$ cat src/branch_ccr_pkg.sv
package branch_ccr_pkg;
  // Register byte offsets
  localparam logic [7:0] OFS_INSTR = 8'h00;
  localparam logic [7:0] OFS_TARGET = 8'h04;
  localparam logic [7:0] OFS_PC = 8'h08;
  localparam logic [7:0] OFS_CCR = 8'h0C;
  localparam logic [7:0] OFS_GENREG = 8'h10;
  localparam logic [7:0] OFS_PORTDR = 8'h14;
  localparam logic [7:0] OFS_PORTDDR = 8'h18;
  localparam logic [7:0] OFS_STATUS = 8'h1C;

  // Status field positions
  localparam int ST_BUSY_BIT = 0;
  localparam int ST_SLEEP_BIT = 1;
  localparam int ST_TAKEN_BIT = 2;
  localparam int ST_DEPTH_LSB = 4;

  // Opcodes of the instruction register
  localparam logic [3:0] OP_NOP = 4'h0;
  localparam logic [3:0] OP_BCC = 4'h1;
  localparam logic [3:0] OP_JUMP = 4'h2;
  localparam logic [3:0] OP_CALL_ABS = 4'h3;
  localparam logic [3:0] OP_CALL_REL = 4'h4;
  localparam logic [3:0] OP_RTS = 4'h5;
  localparam logic [3:0] OP_TRAP = 4'h6;
  localparam logic [3:0] OP_EXC_RET = 4'h7;
  localparam logic [3:0] OP_SLEEP = 4'h8;
  localparam logic [3:0] OP_LOADF_IMM = 4'h9;
  localparam logic [3:0] OP_LOADF_REG = 4'hA;
  localparam logic [3:0] OP_STOREF = 4'hB;
  localparam logic [3:0] OP_ANDF = 4'hC;
  localparam logic [3:0] OP_ORF = 4'hD;
  localparam logic [3:0] OP_XORF = 4'hE;
  localparam logic [3:0] OP_BITCLR = 4'hF;

  // Flag positions inside the condition code register
  localparam int CCR_C = 0;
  localparam int CCR_V = 1;
  localparam int CCR_Z = 2;
  localparam int CCR_N = 3;
  localparam int CCR_I = 7;

  // Reset values and fixed steps
  localparam logic [7:0] CCR_RESET = 8'h80;
  localparam logic [15:0] PC_RESET = 16'h0000;
  localparam logic [15:0] PC_STEP = 16'h0002;
  localparam logic [7:0] DDR_READ_VALUE = 8'hFF;

  // Instruction word, low 20 bits of the bus write
  typedef struct packed {
    logic [7:0] imm;
    logic [3:0] cond;
    logic [2:0] bitNum;
    logic toPort;
    logic [3:0] op;
  } instr_t;

  typedef enum logic [2:0] {ST_IDLE, ST_READ, ST_MODIFY, ST_WRITE, ST_SLEEP} state_t;
endpackage

$ cat src/cond_eval.sv
// Branch condition evaluation from flags
module cond_eval (
  input wire logic [3:0] branchConditionField,
  input wire logic [7:0] ccr,
  output logic taken
);
  logic nv;
  logic base;

  // Pairs of codes share one term; low bit picks =1 or =0
  always_comb begin
    nv = ccr[branch_ccr_pkg::CCR_N] ^ ccr[branch_ccr_pkg::CCR_V];
    case (branchConditionField[3:1])
      3'h0: base = 1'b0;
      3'h1: base = ccr[branch_ccr_pkg::CCR_C] | ccr[branch_ccr_pkg::CCR_Z];
      3'h2: base = ccr[branch_ccr_pkg::CCR_C];
      3'h3: base = ccr[branch_ccr_pkg::CCR_Z];
      3'h4: base = ccr[branch_ccr_pkg::CCR_V];
      3'h5: base = ccr[branch_ccr_pkg::CCR_N];
      3'h6: base = nv;
      3'h7: base = ccr[branch_ccr_pkg::CCR_Z] | nv;
      default: base = 1'b0;
    endcase
    taken = branchConditionField[0] ? base : !base;
  end
endmodule // cond_eval

$ cat src/port_io_unit.sv
// Port with write-only direction register
module port_io_unit #(
  parameter int W = 8
) (
  input wire logic sys_clk,
  input wire logic sys_rst,
  input wire logic ddrWe,
  input wire logic [W-1:0] ddrData,
  input wire logic drWe,
  input wire logic [W-1:0] drData,
  input wire logic [W-1:0] pinIn,
  output logic [W-1:0] ddrRead,
  output logic [W-1:0] drRead,
  output logic [W-1:0] pinOut,
  output logic [W-1:0] pinOe
);
  logic [W-1:0] ddr, next_ddr, dr, next_dr, syncA, syncB;

  // Direction and data next values
  always_comb begin
    next_ddr = ddrWe ? ddrData : ddr;
    next_dr = drWe ? drData : dr;
  end

  // Registers and two-stage pin synchroniser
  always_ff @(posedge sys_clk) begin
    if (sys_rst) begin
      ddr <= '0;
      dr <= '0;
      syncA <= '0;
      syncB <= '0;
    end else begin
      ddr <= next_ddr;
      dr <= next_dr;
      syncA <= pinIn;
      syncB <= syncA;
    end
  end

  // Direction bit 1 drives, 0 listens
  assign pinOut = dr;
  assign pinOe = ddr;
  assign ddrRead = '1;
  assign drRead = (dr & ddr) | (syncB & ~ddr);
endmodule // port_io_unit

$ cat src/branch_and_ccr_control_exec.sv
// Operation
// - Reading the port direction register always returns all ones.
// - Bit clear clears only the chosen bit of the byte read.
// - Bit clear writes the whole modified byte back to same place.
// - Direction bit 0 makes pin input, 1 drives its data bit.
// - Branch codes 0000 always, 0001 never, 0010/0011 on carry OR zero.
// - Codes 0100 to 1011 test carry, zero, overflow, negative clear or set.
// - Jump goes to the target address without testing flags.
// - Calls go absolute or relative and save the following address only while the stack is not full.
// - Exception return restores the interrupted flow and flags.
// - Sleep moves the processor into the power-down state.
// - Load-flags puts an immediate or general register byte in flags.
// - Store-flags copies the flags byte into the general register.
// - AND-flags replaces flags with flags AND immediate byte.
// - OR-flags replaces flags with flags OR immediate byte.
// - XOR-flags replaces flags with flags XOR immediate byte.
// - No-operation only advances the program counter by two.
// - Bit modify reads, then modifies, then writes back, in order.
//
// Implementation choices: the APB slave port and the placing of the registers.
module branch_and_ccr_control_exec #(
  parameter int STACK_DEPTH = 8
) (
  input wire logic sys_clk,
  input wire logic sys_rst,
  input wire logic psel,
  input wire logic penable,
  input wire logic pwrite,
  input wire logic [7:0] paddr,
  input wire logic [31:0] pwdata,
  output logic [31:0] prdata,
  output logic pready,
  output logic pslverr,
  input wire logic [7:0] portIn,
  output logic [7:0] portOut,
  output logic [7:0] portOe,
  output logic sleeping
);
  localparam int SPW = $clog2(STACK_DEPTH);
  localparam int CW = $clog2(STACK_DEPTH + 1);

  // Depth must fit the four-bit status field
  if (STACK_DEPTH < 2 || STACK_DEPTH > 15) begin : g_bad_depth
    $error("STACK_DEPTH must be 2 to 15");
  end

  branch_ccr_pkg::instr_t ins, lastIns, next_lastIns;
  branch_ccr_pkg::state_t state, next_state;
  logic [15:0] pc, next_pc, target, next_target, excPc, next_excPc, pc2;
  logic [7:0] ccr, next_ccr, genReg, next_genReg, excCcr, next_excCcr;
  logic [7:0] rmwData, next_rmwData, ddrRead, drRead, ddrData;
  logic [2:0] rmwBit, next_rmwBit;
  logic rmwPort, next_rmwPort, lastTaken, next_lastTaken, next_sleeping;
  logic [CW-1:0] depth, next_depth;
  logic [15:0] stack [STACK_DEPTH];
  logic push, pop, condTrue, acc, wr, issue, ddrWe, drWe, rmwWrite;
  logic [31:0] next_prdata;
  logic next_pready, next_pslverr;

  // Bus handshake terms and instruction acceptance
  always_comb begin
    acc = psel & penable & pready;
    wr = acc & pwrite;
    ins = branch_ccr_pkg::instr_t'(pwdata[$bits(branch_ccr_pkg::instr_t)-1:0]);
    pc2 = pc + branch_ccr_pkg::PC_STEP;
    issue = wr && paddr == branch_ccr_pkg::OFS_INSTR &&
      (state == branch_ccr_pkg::ST_IDLE ||
       (state == branch_ccr_pkg::ST_SLEEP && ins.op == branch_ccr_pkg::OP_TRAP));
    rmwWrite = state == branch_ccr_pkg::ST_WRITE;
    ddrWe = (wr && paddr == branch_ccr_pkg::OFS_PORTDDR) || (rmwWrite && rmwPort);
    ddrData = (rmwWrite && rmwPort) ? rmwData : pwdata[7:0];
    drWe = wr && paddr == branch_ccr_pkg::OFS_PORTDR;
  end

  cond_eval u_cond (
    .branchConditionField(ins.cond),
    .ccr(ccr),
    .taken(condTrue)
  );

  port_io_unit #(.W(8)) u_port (
    .sys_clk(sys_clk),
    .sys_rst(sys_rst),
    .ddrWe(ddrWe),
    .ddrData(ddrData),
    .drWe(drWe),
    .drData(pwdata[7:0]),
    .pinIn(portIn),
    .ddrRead(ddrRead),
    .drRead(drRead),
    .pinOut(portOut),
    .pinOe(portOe)
  );

  // Execution and register writes
  always_comb begin
    next_state = state;
    next_pc = pc;
    next_target = target;
    next_ccr = ccr;
    next_genReg = genReg;
    next_excPc = excPc;
    next_excCcr = excCcr;
    next_rmwData = rmwData;
    next_rmwBit = rmwBit;
    next_rmwPort = rmwPort;
    next_lastTaken = lastTaken;
    next_lastIns = lastIns;
    next_depth = depth;
    push = 1'b0;
    pop = 1'b0;
    if (issue) begin
      next_lastIns = ins;
      case (ins.op)
        branch_ccr_pkg::OP_NOP: next_pc = pc2;
        branch_ccr_pkg::OP_BCC: begin
          next_pc = condTrue ? pc2 + target : pc2;
          next_lastTaken = condTrue;
        end
        branch_ccr_pkg::OP_JUMP: next_pc = target;
        branch_ccr_pkg::OP_CALL_ABS, branch_ccr_pkg::OP_CALL_REL: begin
          push = depth < CW'(STACK_DEPTH);
          next_pc = (ins.op == branch_ccr_pkg::OP_CALL_ABS) ? target : pc2 + target;
        end
        branch_ccr_pkg::OP_RTS: begin
          pop = depth != '0;
          next_pc = pop ? stack[SPW'(depth - CW'(1))] : pc2;
        end
        branch_ccr_pkg::OP_TRAP: begin
          next_excPc = pc2;
          next_excCcr = ccr;
          next_ccr[branch_ccr_pkg::CCR_I] = 1'b1;
          next_pc = target;
          next_state = branch_ccr_pkg::ST_IDLE;
        end
        branch_ccr_pkg::OP_EXC_RET: begin
          next_pc = excPc;
          next_ccr = excCcr;
        end
        branch_ccr_pkg::OP_SLEEP: begin
          next_pc = pc2;
          next_state = branch_ccr_pkg::ST_SLEEP;
        end
        branch_ccr_pkg::OP_LOADF_IMM: next_ccr = ins.imm;
        branch_ccr_pkg::OP_LOADF_REG: next_ccr = genReg;
        branch_ccr_pkg::OP_STOREF: next_genReg = ccr;
        branch_ccr_pkg::OP_ANDF: next_ccr = ccr & ins.imm;
        branch_ccr_pkg::OP_ORF: next_ccr = ccr | ins.imm;
        branch_ccr_pkg::OP_XORF: next_ccr = ccr ^ ins.imm;
        branch_ccr_pkg::OP_BITCLR: begin
          next_rmwBit = ins.bitNum;
          next_rmwPort = ins.toPort;
          next_state = branch_ccr_pkg::ST_READ;
        end
        default: next_pc = pc2;
      endcase
      if (ins.op != branch_ccr_pkg::OP_BITCLR && ins.op != branch_ccr_pkg::OP_SLEEP &&
          ins.op != branch_ccr_pkg::OP_TRAP) begin
        next_state = branch_ccr_pkg::ST_IDLE;
      end
    end else if (wr) begin
      case (paddr)
        branch_ccr_pkg::OFS_TARGET: next_target = pwdata[15:0];
        branch_ccr_pkg::OFS_PC: next_pc = pwdata[15:0];
        branch_ccr_pkg::OFS_CCR: next_ccr = pwdata[7:0];
        branch_ccr_pkg::OFS_GENREG: next_genReg = pwdata[7:0];
        default: next_target = target;
      endcase
    end
    // Read, modify, write sequence of bit clear
    case (state)
      branch_ccr_pkg::ST_READ: begin
        next_rmwData = rmwPort ? ddrRead : genReg;
        next_state = branch_ccr_pkg::ST_MODIFY;
      end
      branch_ccr_pkg::ST_MODIFY: begin
        next_rmwData = rmwData & ~(8'h01 << rmwBit);
        next_state = branch_ccr_pkg::ST_WRITE;
      end
      branch_ccr_pkg::ST_WRITE: begin
        if (!rmwPort) begin
          next_genReg = rmwData;
        end
        next_pc = pc2;
        next_state = branch_ccr_pkg::ST_IDLE;
      end
      default: next_rmwData = rmwData;
    endcase
    if (push) begin
      next_depth = depth + CW'(1);
    end else if (pop) begin
      next_depth = depth - CW'(1);
    end
    next_sleeping = next_state == branch_ccr_pkg::ST_SLEEP;
  end

  // Execution state registers
  always_ff @(posedge sys_clk) begin
    if (sys_rst) begin
      state <= branch_ccr_pkg::ST_IDLE;
      pc <= branch_ccr_pkg::PC_RESET;
      target <= branch_ccr_pkg::PC_RESET;
      ccr <= branch_ccr_pkg::CCR_RESET;
      genReg <= '0;
      excPc <= branch_ccr_pkg::PC_RESET;
      excCcr <= branch_ccr_pkg::CCR_RESET;
      rmwData <= '0;
      rmwBit <= '0;
      rmwPort <= 1'b0;
      lastTaken <= 1'b0;
      lastIns <= '0;
      depth <= '0;
      sleeping <= 1'b0;
    end else begin
      state <= next_state;
      pc <= next_pc;
      target <= next_target;
      ccr <= next_ccr;
      genReg <= next_genReg;
      excPc <= next_excPc;
      excCcr <= next_excCcr;
      rmwData <= next_rmwData;
      rmwBit <= next_rmwBit;
      rmwPort <= next_rmwPort;
      lastTaken <= next_lastTaken;
      lastIns <= next_lastIns;
      depth <= next_depth;
      sleeping <= next_sleeping;
    end
  end

  // Return point storage
  always_ff @(posedge sys_clk) begin
    if (push) begin
      stack[SPW'(depth)] <= pc2;
    end
  end

  // Bus answer: one wait cycle, registered data
  always_comb begin
    next_pready = psel & penable & !pready;
    next_pslverr = 1'b0;
    next_prdata = prdata;
    if (next_pready) begin
      next_prdata = '0;
      case (paddr)
        branch_ccr_pkg::OFS_INSTR: next_prdata[19:0] = lastIns;
        branch_ccr_pkg::OFS_TARGET: next_prdata[15:0] = target;
        branch_ccr_pkg::OFS_PC: next_prdata[15:0] = pc;
        branch_ccr_pkg::OFS_CCR: next_prdata[7:0] = ccr;
        branch_ccr_pkg::OFS_GENREG: next_prdata[7:0] = genReg;
        branch_ccr_pkg::OFS_PORTDR: next_prdata[7:0] = drRead;
        branch_ccr_pkg::OFS_PORTDDR: next_prdata[7:0] = ddrRead;
        branch_ccr_pkg::OFS_STATUS: begin
          next_prdata[branch_ccr_pkg::ST_BUSY_BIT] = state != branch_ccr_pkg::ST_IDLE &&
            state != branch_ccr_pkg::ST_SLEEP;
          next_prdata[branch_ccr_pkg::ST_SLEEP_BIT] = sleeping;
          next_prdata[branch_ccr_pkg::ST_TAKEN_BIT] = lastTaken;
          next_prdata[branch_ccr_pkg::ST_DEPTH_LSB +: CW] = depth;
        end
        default: next_pslverr = 1'b1;
      endcase
    end
  end

  // Bus answer registers
  always_ff @(posedge sys_clk) begin
    if (sys_rst) begin
      pready <= 1'b0;
      pslverr <= 1'b0;
      prdata <= 32'h0000_0000;
    end else begin
      pready <= next_pready;
      pslverr <= next_pslverr;
      prdata <= next_prdata;
    end
  end
endmodule // branch_and_ccr_control_exec

$ cat config.mk
export PLATFORM = sky130hd
export DESIGN_NAME = branch_and_ccr_control_exec
export DESIGN_NICKNAME = d
export VERILOG_FILES = /design/src/branch_ccr_pkg.sv /design/src/cond_eval.sv /design/src/port_io_unit.sv /design/src/branch_and_ccr_control_exec.sv
export SDC_FILE = /design/constraint.sdc
export NUM_CORES = 1
export LEC_CHECK = 0
export BUFFER_PORTS_ARGS = -buffer_cell sky130_fd_sc_hd__buf_2
export CAP_MARGIN = 0
export CELL_PAD_IN_SITES_DETAIL_PLACEMENT = 1
export CELL_PAD_IN_SITES_GLOBAL_PLACEMENT = 2
export CORE_MARGIN = 1.5
export CORE_UTILIZATION = 39
export DETAILED_ROUTE_END_ITERATION = 10
export PLACE_DENSITY_LB_ADDON = 0.2
export SYNTH_ARGS = -nofsm -noshare
export SYNTH_HDL_FRONTEND = slang
export SYNTH_SLANG_ARGS = --single-unit
export TNS_END_PERCENT = 100
$ cat constraint.sdc
create_clock -name sys_clk -period 3.95 [get_ports sys_clk]
set_input_delay 0.5925 -clock sys_clk [delete_from_list [all_inputs] [get_ports sys_clk]]
set_output_delay 0.5925 -clock sys_clk [all_outputs]
set_load 0.03 [all_outputs]
# Word level (Yosys, flattened, before mapping)

Memories as Yosys holds them, arrays and structs flattened.
Index checks and enable logic that the tools add are counted.

Output and inout port bits: 51
Word-level logic and storage cells: 171
Input bits: 53
Bits in read-only memories: 0
Bits in registers: 167
Memories: 1
Bits in latches: 0
Memory bits (writable): 128

Memory list:

| name  | words | bits a word | read ports | clocked after Yosys merged registers in | wr ports | line                              | text |
|---|---|---|---|---|---|---|---|
| stack | 8     | 16          | 1          | 0                                       | 1        | branch_and_ccr_control_exec.sv:55 | `logic [15:0] stack [STACK_DEPTH];` |

Reduce and logical (&&, ||, !) cells: 37
$lt $le $gt $ge: 1
$add $sub $neg: 4
Equality and inequality tests: 41
Bitwise gates (word level): 18
Muxes and demuxes: 42
Multipliers: 0
Divide/modulo/power cells: 0
Shift operators: 1

Operators with widths:

| kind                    | count |
|---|---|
| $mux W16                | 7 |
| $pmux W16 S6            | 1 |
| $mux W8                 | 11 |
| $pmux W7 S6             | 1 |
| $and A8 B8 Y8           | 4 |
| $eq A4 B4 Y1 const B    | 8 |
| $eq A8 B5 Y1 const B    | 4 |
| $pmux W4 S8             | 1 |
| $pmux W3 S8             | 1 |
| $pmux W8 S3             | 1 |
| $eq A3 B3 Y1 const B    | 6 |
| $pmux W3 S3             | 2 |
| $add A16 B16 Y16        | 1 |
| $add A16 B2 Y16 const B | 1 |
| $eq A4 B3 Y1 const B    | 4 |
| $eq A8 B4 Y1 const B    | 2 |
| $not A8 Y8              | 2 |
| $or A8 B8 Y8            | 2 |
| $pmux W8 S2             | 1 |
| $pmux W1 S7             | 2 |
| $eq A3 B2 Y1 const B    | 4 |
| $mux W4                 | 3 |
| $reduce_and A3 Y1       | 4 |
| $logic_and A1 B1 Y1     | 9 |
| 33 further kinds        | 62 |

# Longest topological paths before layout

Word-level depth: 9
Mapped depth: 14
Depth with buffers taken out: 13

# Cells and area by module

A second synthesis with hierarchy kept.

Cells, all modules: 1,518
Area total of the unflattened synthesis: 15,059.4 um^2

Modules (own cells, without submodules):

| module                      | sequential area each (um^2) | area an instance (um^2) | cells each | times used |
|---|---|---|---|---|
| branch_and_ccr_control_exec | 6,546.3                     | 13,835.8                | 1,404      | 1 |
| port_io_unit                | 640.6                       | 1,152.4                 | 102        | 1 |
| cond_eval                   | 0.0                         | 71.3                    | 12         | 1 |

# Least setup slack after synthesis

OpenSTA, ideal clock, no wires.

Path kind: input to register
From: in paddr[1]
To: mem stack[5][0], enable pin
Path buffers: 0
Required time: 3,537 ps
Library setup time: 413 ps
Cell stages on the path: 6
Slack: 311 ps
Data arrival time: 3,226 ps
Cell sequence: or2_1 -> nor4_4 -> nand4_2 -> nor4_2 -> nand2_1 -> nor3b_1

Cells in the longest elaborated chain, start to end: 6

RTL lines:

| what                              | line                               | text |
|---|---|---|
| from (decl)                       | branch_and_ccr_control_exec.sv:29  | `input wire logic [7:0] paddr,` |
| $logic_not A8 Y1                  | branch_and_ccr_control_exec.sv:66  | `issue = wr && paddr == branch_ccr_pkg::OFS_INSTR &&` |
| $logic_and A1 B1 Y1 (2 in series) | branch_and_ccr_control_exec.sv:66  |  |
| $mux W1                           | branch_and_ccr_control_exec.sv:112 | `if (issue) begin` |
| $mux W1                           | branch_and_ccr_control_exec.sv:234 | `if (push) begin` |
| $mux W1 (not written as such)     | branch_and_ccr_control_exec.sv:235 | `stack[SPW'(depth)] <= pc2;` |
| to (decl)                         | branch_and_ccr_control_exec.sv:55  |  |

No other way between the ends.

# Worst setup path after layout

From: reg pc[5]
To: reg pc[14]

Cells in the longest elaborated chain, start to end: 6
Elaborated cells between the ends (all ways): 8
Those cells by class: 2 x add/sub; 6 x mux

RTL lines:

| what                               | line                                                                   | text |
|---|---|---|
| from (decl)                        | branch_and_ccr_control_exec.sv:49                                      | `logic [15:0] pc, next_pc, target, next_target, excPc, next_excPc, pc2;` |
| from (signal assigned)             | branch_and_ccr_control_exec.sv:201                                     | `pc <= branch_ccr_pkg::PC_RESET;` |
| from (signal assigned)             | branch_and_ccr_control_exec.sv:216                                     | `pc <= next_pc;` |
| $add A16 B2 Y16 *                  | branch_and_ccr_control_exec.sv:65                                      | `pc2 = pc + branch_ccr_pkg::PC_STEP;` |
| named net pc2[12]                  | branch_and_ccr_control_exec.sv:49                                      |  |
| $add A16 B16 Y16 *                 | branch_and_ccr_control_exec.sv:117, branch_and_ccr_control_exec.sv:123 |  |
| $mux W16, on equally long branches | branch_and_ccr_control_exec.sv:123, branch_and_ccr_control_exec.sv:117 |  |
| $pmux W16 S6 *                     | branch_and_ccr_control_exec.sv:114                                     | `case (ins.op)` |
| $mux W16 *                         | branch_and_ccr_control_exec.sv:112                                     |  |
| $mux W16 *                         | branch_and_ccr_control_exec.sv:171                                     | `case (state)` |

The timed path passes the listed nets; every way through them passes the cells marked *.
A chain may end at the register's enable or synchronous reset.

==> impl_metrics.csv <==
group,metric,value,unit
logic_synthesis,synthXorXnorAreaFrac,0.0200,
worst_setup_path,endpoint,"pc[14]",
run_status,status,"complete, no violations",
timing,hold_viol,0,
worst_setup_path,cp_cell_sequence,"nand3_1 -> nor3_1 -> nand2_1 -> xor2_1 -> inv_1 -> ha_1 -> nand2_1 -> o21ai_0 -> nor3_1 -> a21oi_1 -> xor2_1 -> a221oi_1 -> o21ai_0",
detailed_routing,detail-route-antenna-nets,0,
worst_setup_path,critPathMaxFanout,10,
timing,holdWs,259,ps
cells_and_area,fin_area,17000,sq um
place,place_area,15900,sq um
logic_synthesis,syn_inst,1516,
logic_synthesis,netlist_area,14800,sq um
clock_network,h-tree-depth,2,
clock_network,path_clk_slew,60,ps
cells_and_area,drive_above_1_share,0.157,
timing,setup_viol,0,
global_route,grt_pass1_vias,12518,
place,portBuffers,79,
logic_synthesis,synth.top_cell.area_share,0.260,
global_route,antenna_found_initial,0,
worst_setup_path,path_depth,13,
timing,clock.fmax,286,MHz
detailed_routing,wire_per_inst,24.8,microns
logic_synthesis,muxShareOfSynthArea,0.0852,
cells_and_area,nets,1675,
power_and_ir_drop,power_density,400,nW/um^2
floorplanning,die_w,198,microns
worst_setup_path,rrSetupSlack,460,ps
detailed_routing,finalWirelength,52.5,mm
power_and_ir_drop,power.total,6.82,mW
worst_setup_path,crit_start,"pc[5]",
clock_network,cts_tree,"done",
worst_hold_path,min_path_type,"in -> reg",
floorplanning,io_pins,104,
logic_synthesis,synth_compound_area_frac,0.178,
detailed_routing,drtIter0Drc,804,
worst_setup_path,worstRegToRegCells,13,
worst_setup_path,slowest_stage,"dfxtp_1",
logic_synthesis,ys_seq_elements,295,
worst_setup_path,critPathBufInv,1,
global_route,grt_max_degree,70,
logic_synthesis,synth_top_cells_by_area,"edfxtp_1 26%, dfxtp_1 23%, nand2_1 5.7%",
timing,grt_setup_unrepaired,"no",
worst_setup_path,critical_path_arrival,3910,ps
worst_setup_path,rr_endpoint,"pc[14]",
timing,tns,0,ps
logic_synthesis,synth_fa_ha_area_frac,0.0326,
worst_setup_path,crit_required,4370,ps
logic_synthesis,synthArstFlopShare,0,
logic_synthesis,yosysWarningCount,0,
worst_setup_path,path_delay_family,"compound AO/OA/AOI/OAI gates",
floorplanning,dieHeight,198,microns
timing,fin_crit,3490,ps
logic_synthesis,yosys.area.top_type,"edfxtp_1",
worst_setup_path,r2r_start,"pc[5]",
floorplanning,initial_core_util,0.395,
timing,period_share,0.885,
floorplanning,die_area,39100,sq um
logic_synthesis,ys_seq_area_frac,0.486,
logic_synthesis,synth_top_family_by_area,"compound AO/OA/AOI/OAI gates",
place,gp_congestion,0.890,
clock_network,root_buffer,"clkbuf_16",
cells_and_area,antenna_cells,0,
timing,maxSlewViolCount,0,
place,dp_hpwl,37.1,mm
timing,finalClockSkew,22.0,ps
clock_network,clock_latency,550,ps
global_route,grt-ovfl-total,0,
logic_synthesis,synth-simple-area-share,0.153,
logic_synthesis,synth_ff_type,"dfxtp_1",
worst_setup_path,end_kind,"register",
detailed_routing,vias_per_cell,5.75,
logic_synthesis,ys_top_cells_by_count,"225 x nand2_1, 167 x dfxtp_1, 152 x a21oi_1",
detailed_routing,first_pass_iters,5,
logic_synthesis,synth_cell_types,77,
place,dp_cells,2058,
logic_synthesis,synth_edf_count,128,
global_route,grt_pass1_wl,79.3,mm
run,cap_violations,0,
cells_and_area,num-fill-cells,4246,
worst_setup_path,crit_type,"reg -> reg",
logic_synthesis,synth_most_common_cell,"nand2_1",
clock_network,cts_buffer_depth,3,
worst_setup_path,startpoint_type,"register",
cells_and_area,synthToLayoutAreaGrowth,15.2,%
clock_network,cts_num_sinks,295,
global_route,grt_use_total,0.272,
floorplanning,core_area,37500,sq um
power_and_ir_drop,ir_worst_vdd,0.244,mV
timing,maxSlewHeadroom,0.423,
power_and_ir_drop,p_leak,6.22,nW
cells_and_area,final_cell_count_no_fill,2120,
floorplanning,rows,71,
timing,worst_pin_slew,863,ps
logic_synthesis,syn_area_per_cell,9.76,sq um
clock_network,cts_made_buffers,35,
worst_setup_path,max_stage_delay,450,ps
detailed_routing,vias,12182,
detailed_routing,drcViolationCount,0,
[layer usage]
| layer | track usage | share of wire |
|---|---|---|
| met2 | 0.463 | 0.48 |
| met4 | 0.0930 | 0.028 |
| met3 | 0.0365 | 0.043 |
| met5 | 0 | 0 |
| met1 | 0.356 | 0.44 |
[placed cells by master (no fill, tap or decap), drive strengths merged, types with 38 or more instances in the layout]
master and instances:
nand2 225, edfxtp 128, a21oi 153, clkbuf 54
inv 38, mux2i 54, dfxtp 167, nor2 118
buf 140, o21ai 74
[flip-flops by register name, summed over array words and instances, names as in the netlist, 3 cells and up]
name and cells:
stack 128, lastIns 20, prdata 20, excPc 16, pc 16, target 16
ccr 8, excCcr 8, genReg 8, rmwData 8, u_port.pinOe 8, u_port.pinOut 8
u_port.syncA 8, u_port.syncB 8, depth 4, rmwBit 3, state 3
[repair_timing]
action | CTS | global route
hold buffers | 0 | 0
hold endpoints to repair | 0 | 0
endpoints found under the setup margin | 0 | 1
buffers inserted | 0 | 0
gates resized for setup | 0 | 1
[worst min-delay path by stage]
stage               depth (start not counted)         endpoint            start  slack, ps
global placement                            1  u_port.syncB[6]  u_port.syncA[6]        420
CTS                                         2  u_port.syncA[1]        portIn[1]        240
finish                                      2  u_port.syncA[3]        portIn[3]        260
detailed placement                          1  u_port.syncB[0]  u_port.syncA[0]        430
floorplan                                   1  u_port.syncB[0]  u_port.syncA[0]        410
global route                                2  u_port.syncA[3]        portIn[3]        260
[power breakdown]
group	internal (mW)	switching, mW	leakage, nW
combinational	0.0945	0.259	3.09
clock	1.99	1.29	0.558
sequential	3.17	0.00991	2.57
total	5.26	1.56	6.22
[through the flow]
step           setup slack (ps)  utilization
6_report                    455        0.455
5_1_grt                     121        0.455
4_1_cts                     368        0.455
3_5_place_dp                395        0.424
3_3_place_gp                428        0.424
2_1_floorplan               311            -
[area by class of cell]
class | instances | area (sq um) | area share
Tap cell | 511 | 639 | 0.0375
Timing Repair Buffer | 140 | 893 | 0.0524
Clock buffer | 54 | 1030 | 0.0604
Inverter | 39 | 146 | 0.00859
Sequential cell | 295 | 7190 | 0.422
Clock inverter | 8 | 121 | 0.00712
Multi-Input combinational cell | 1073 | 7020 | 0.412
[cell families (layout without fill, tap and decap cells)]
group / Yosys count / in the layout
xor gates and xnor gates: 32 / 32
DFF: 295 / 295
AOI/OAI and AO/OA: 410 / 410
and+or+nand+nor: 495 / 495
muxes: 86 / 86
adders and majority gates: 38 / 38
other: 1 / 12
buffers and inverters: 159 / 241
Power figures use the tool's default switching activity.
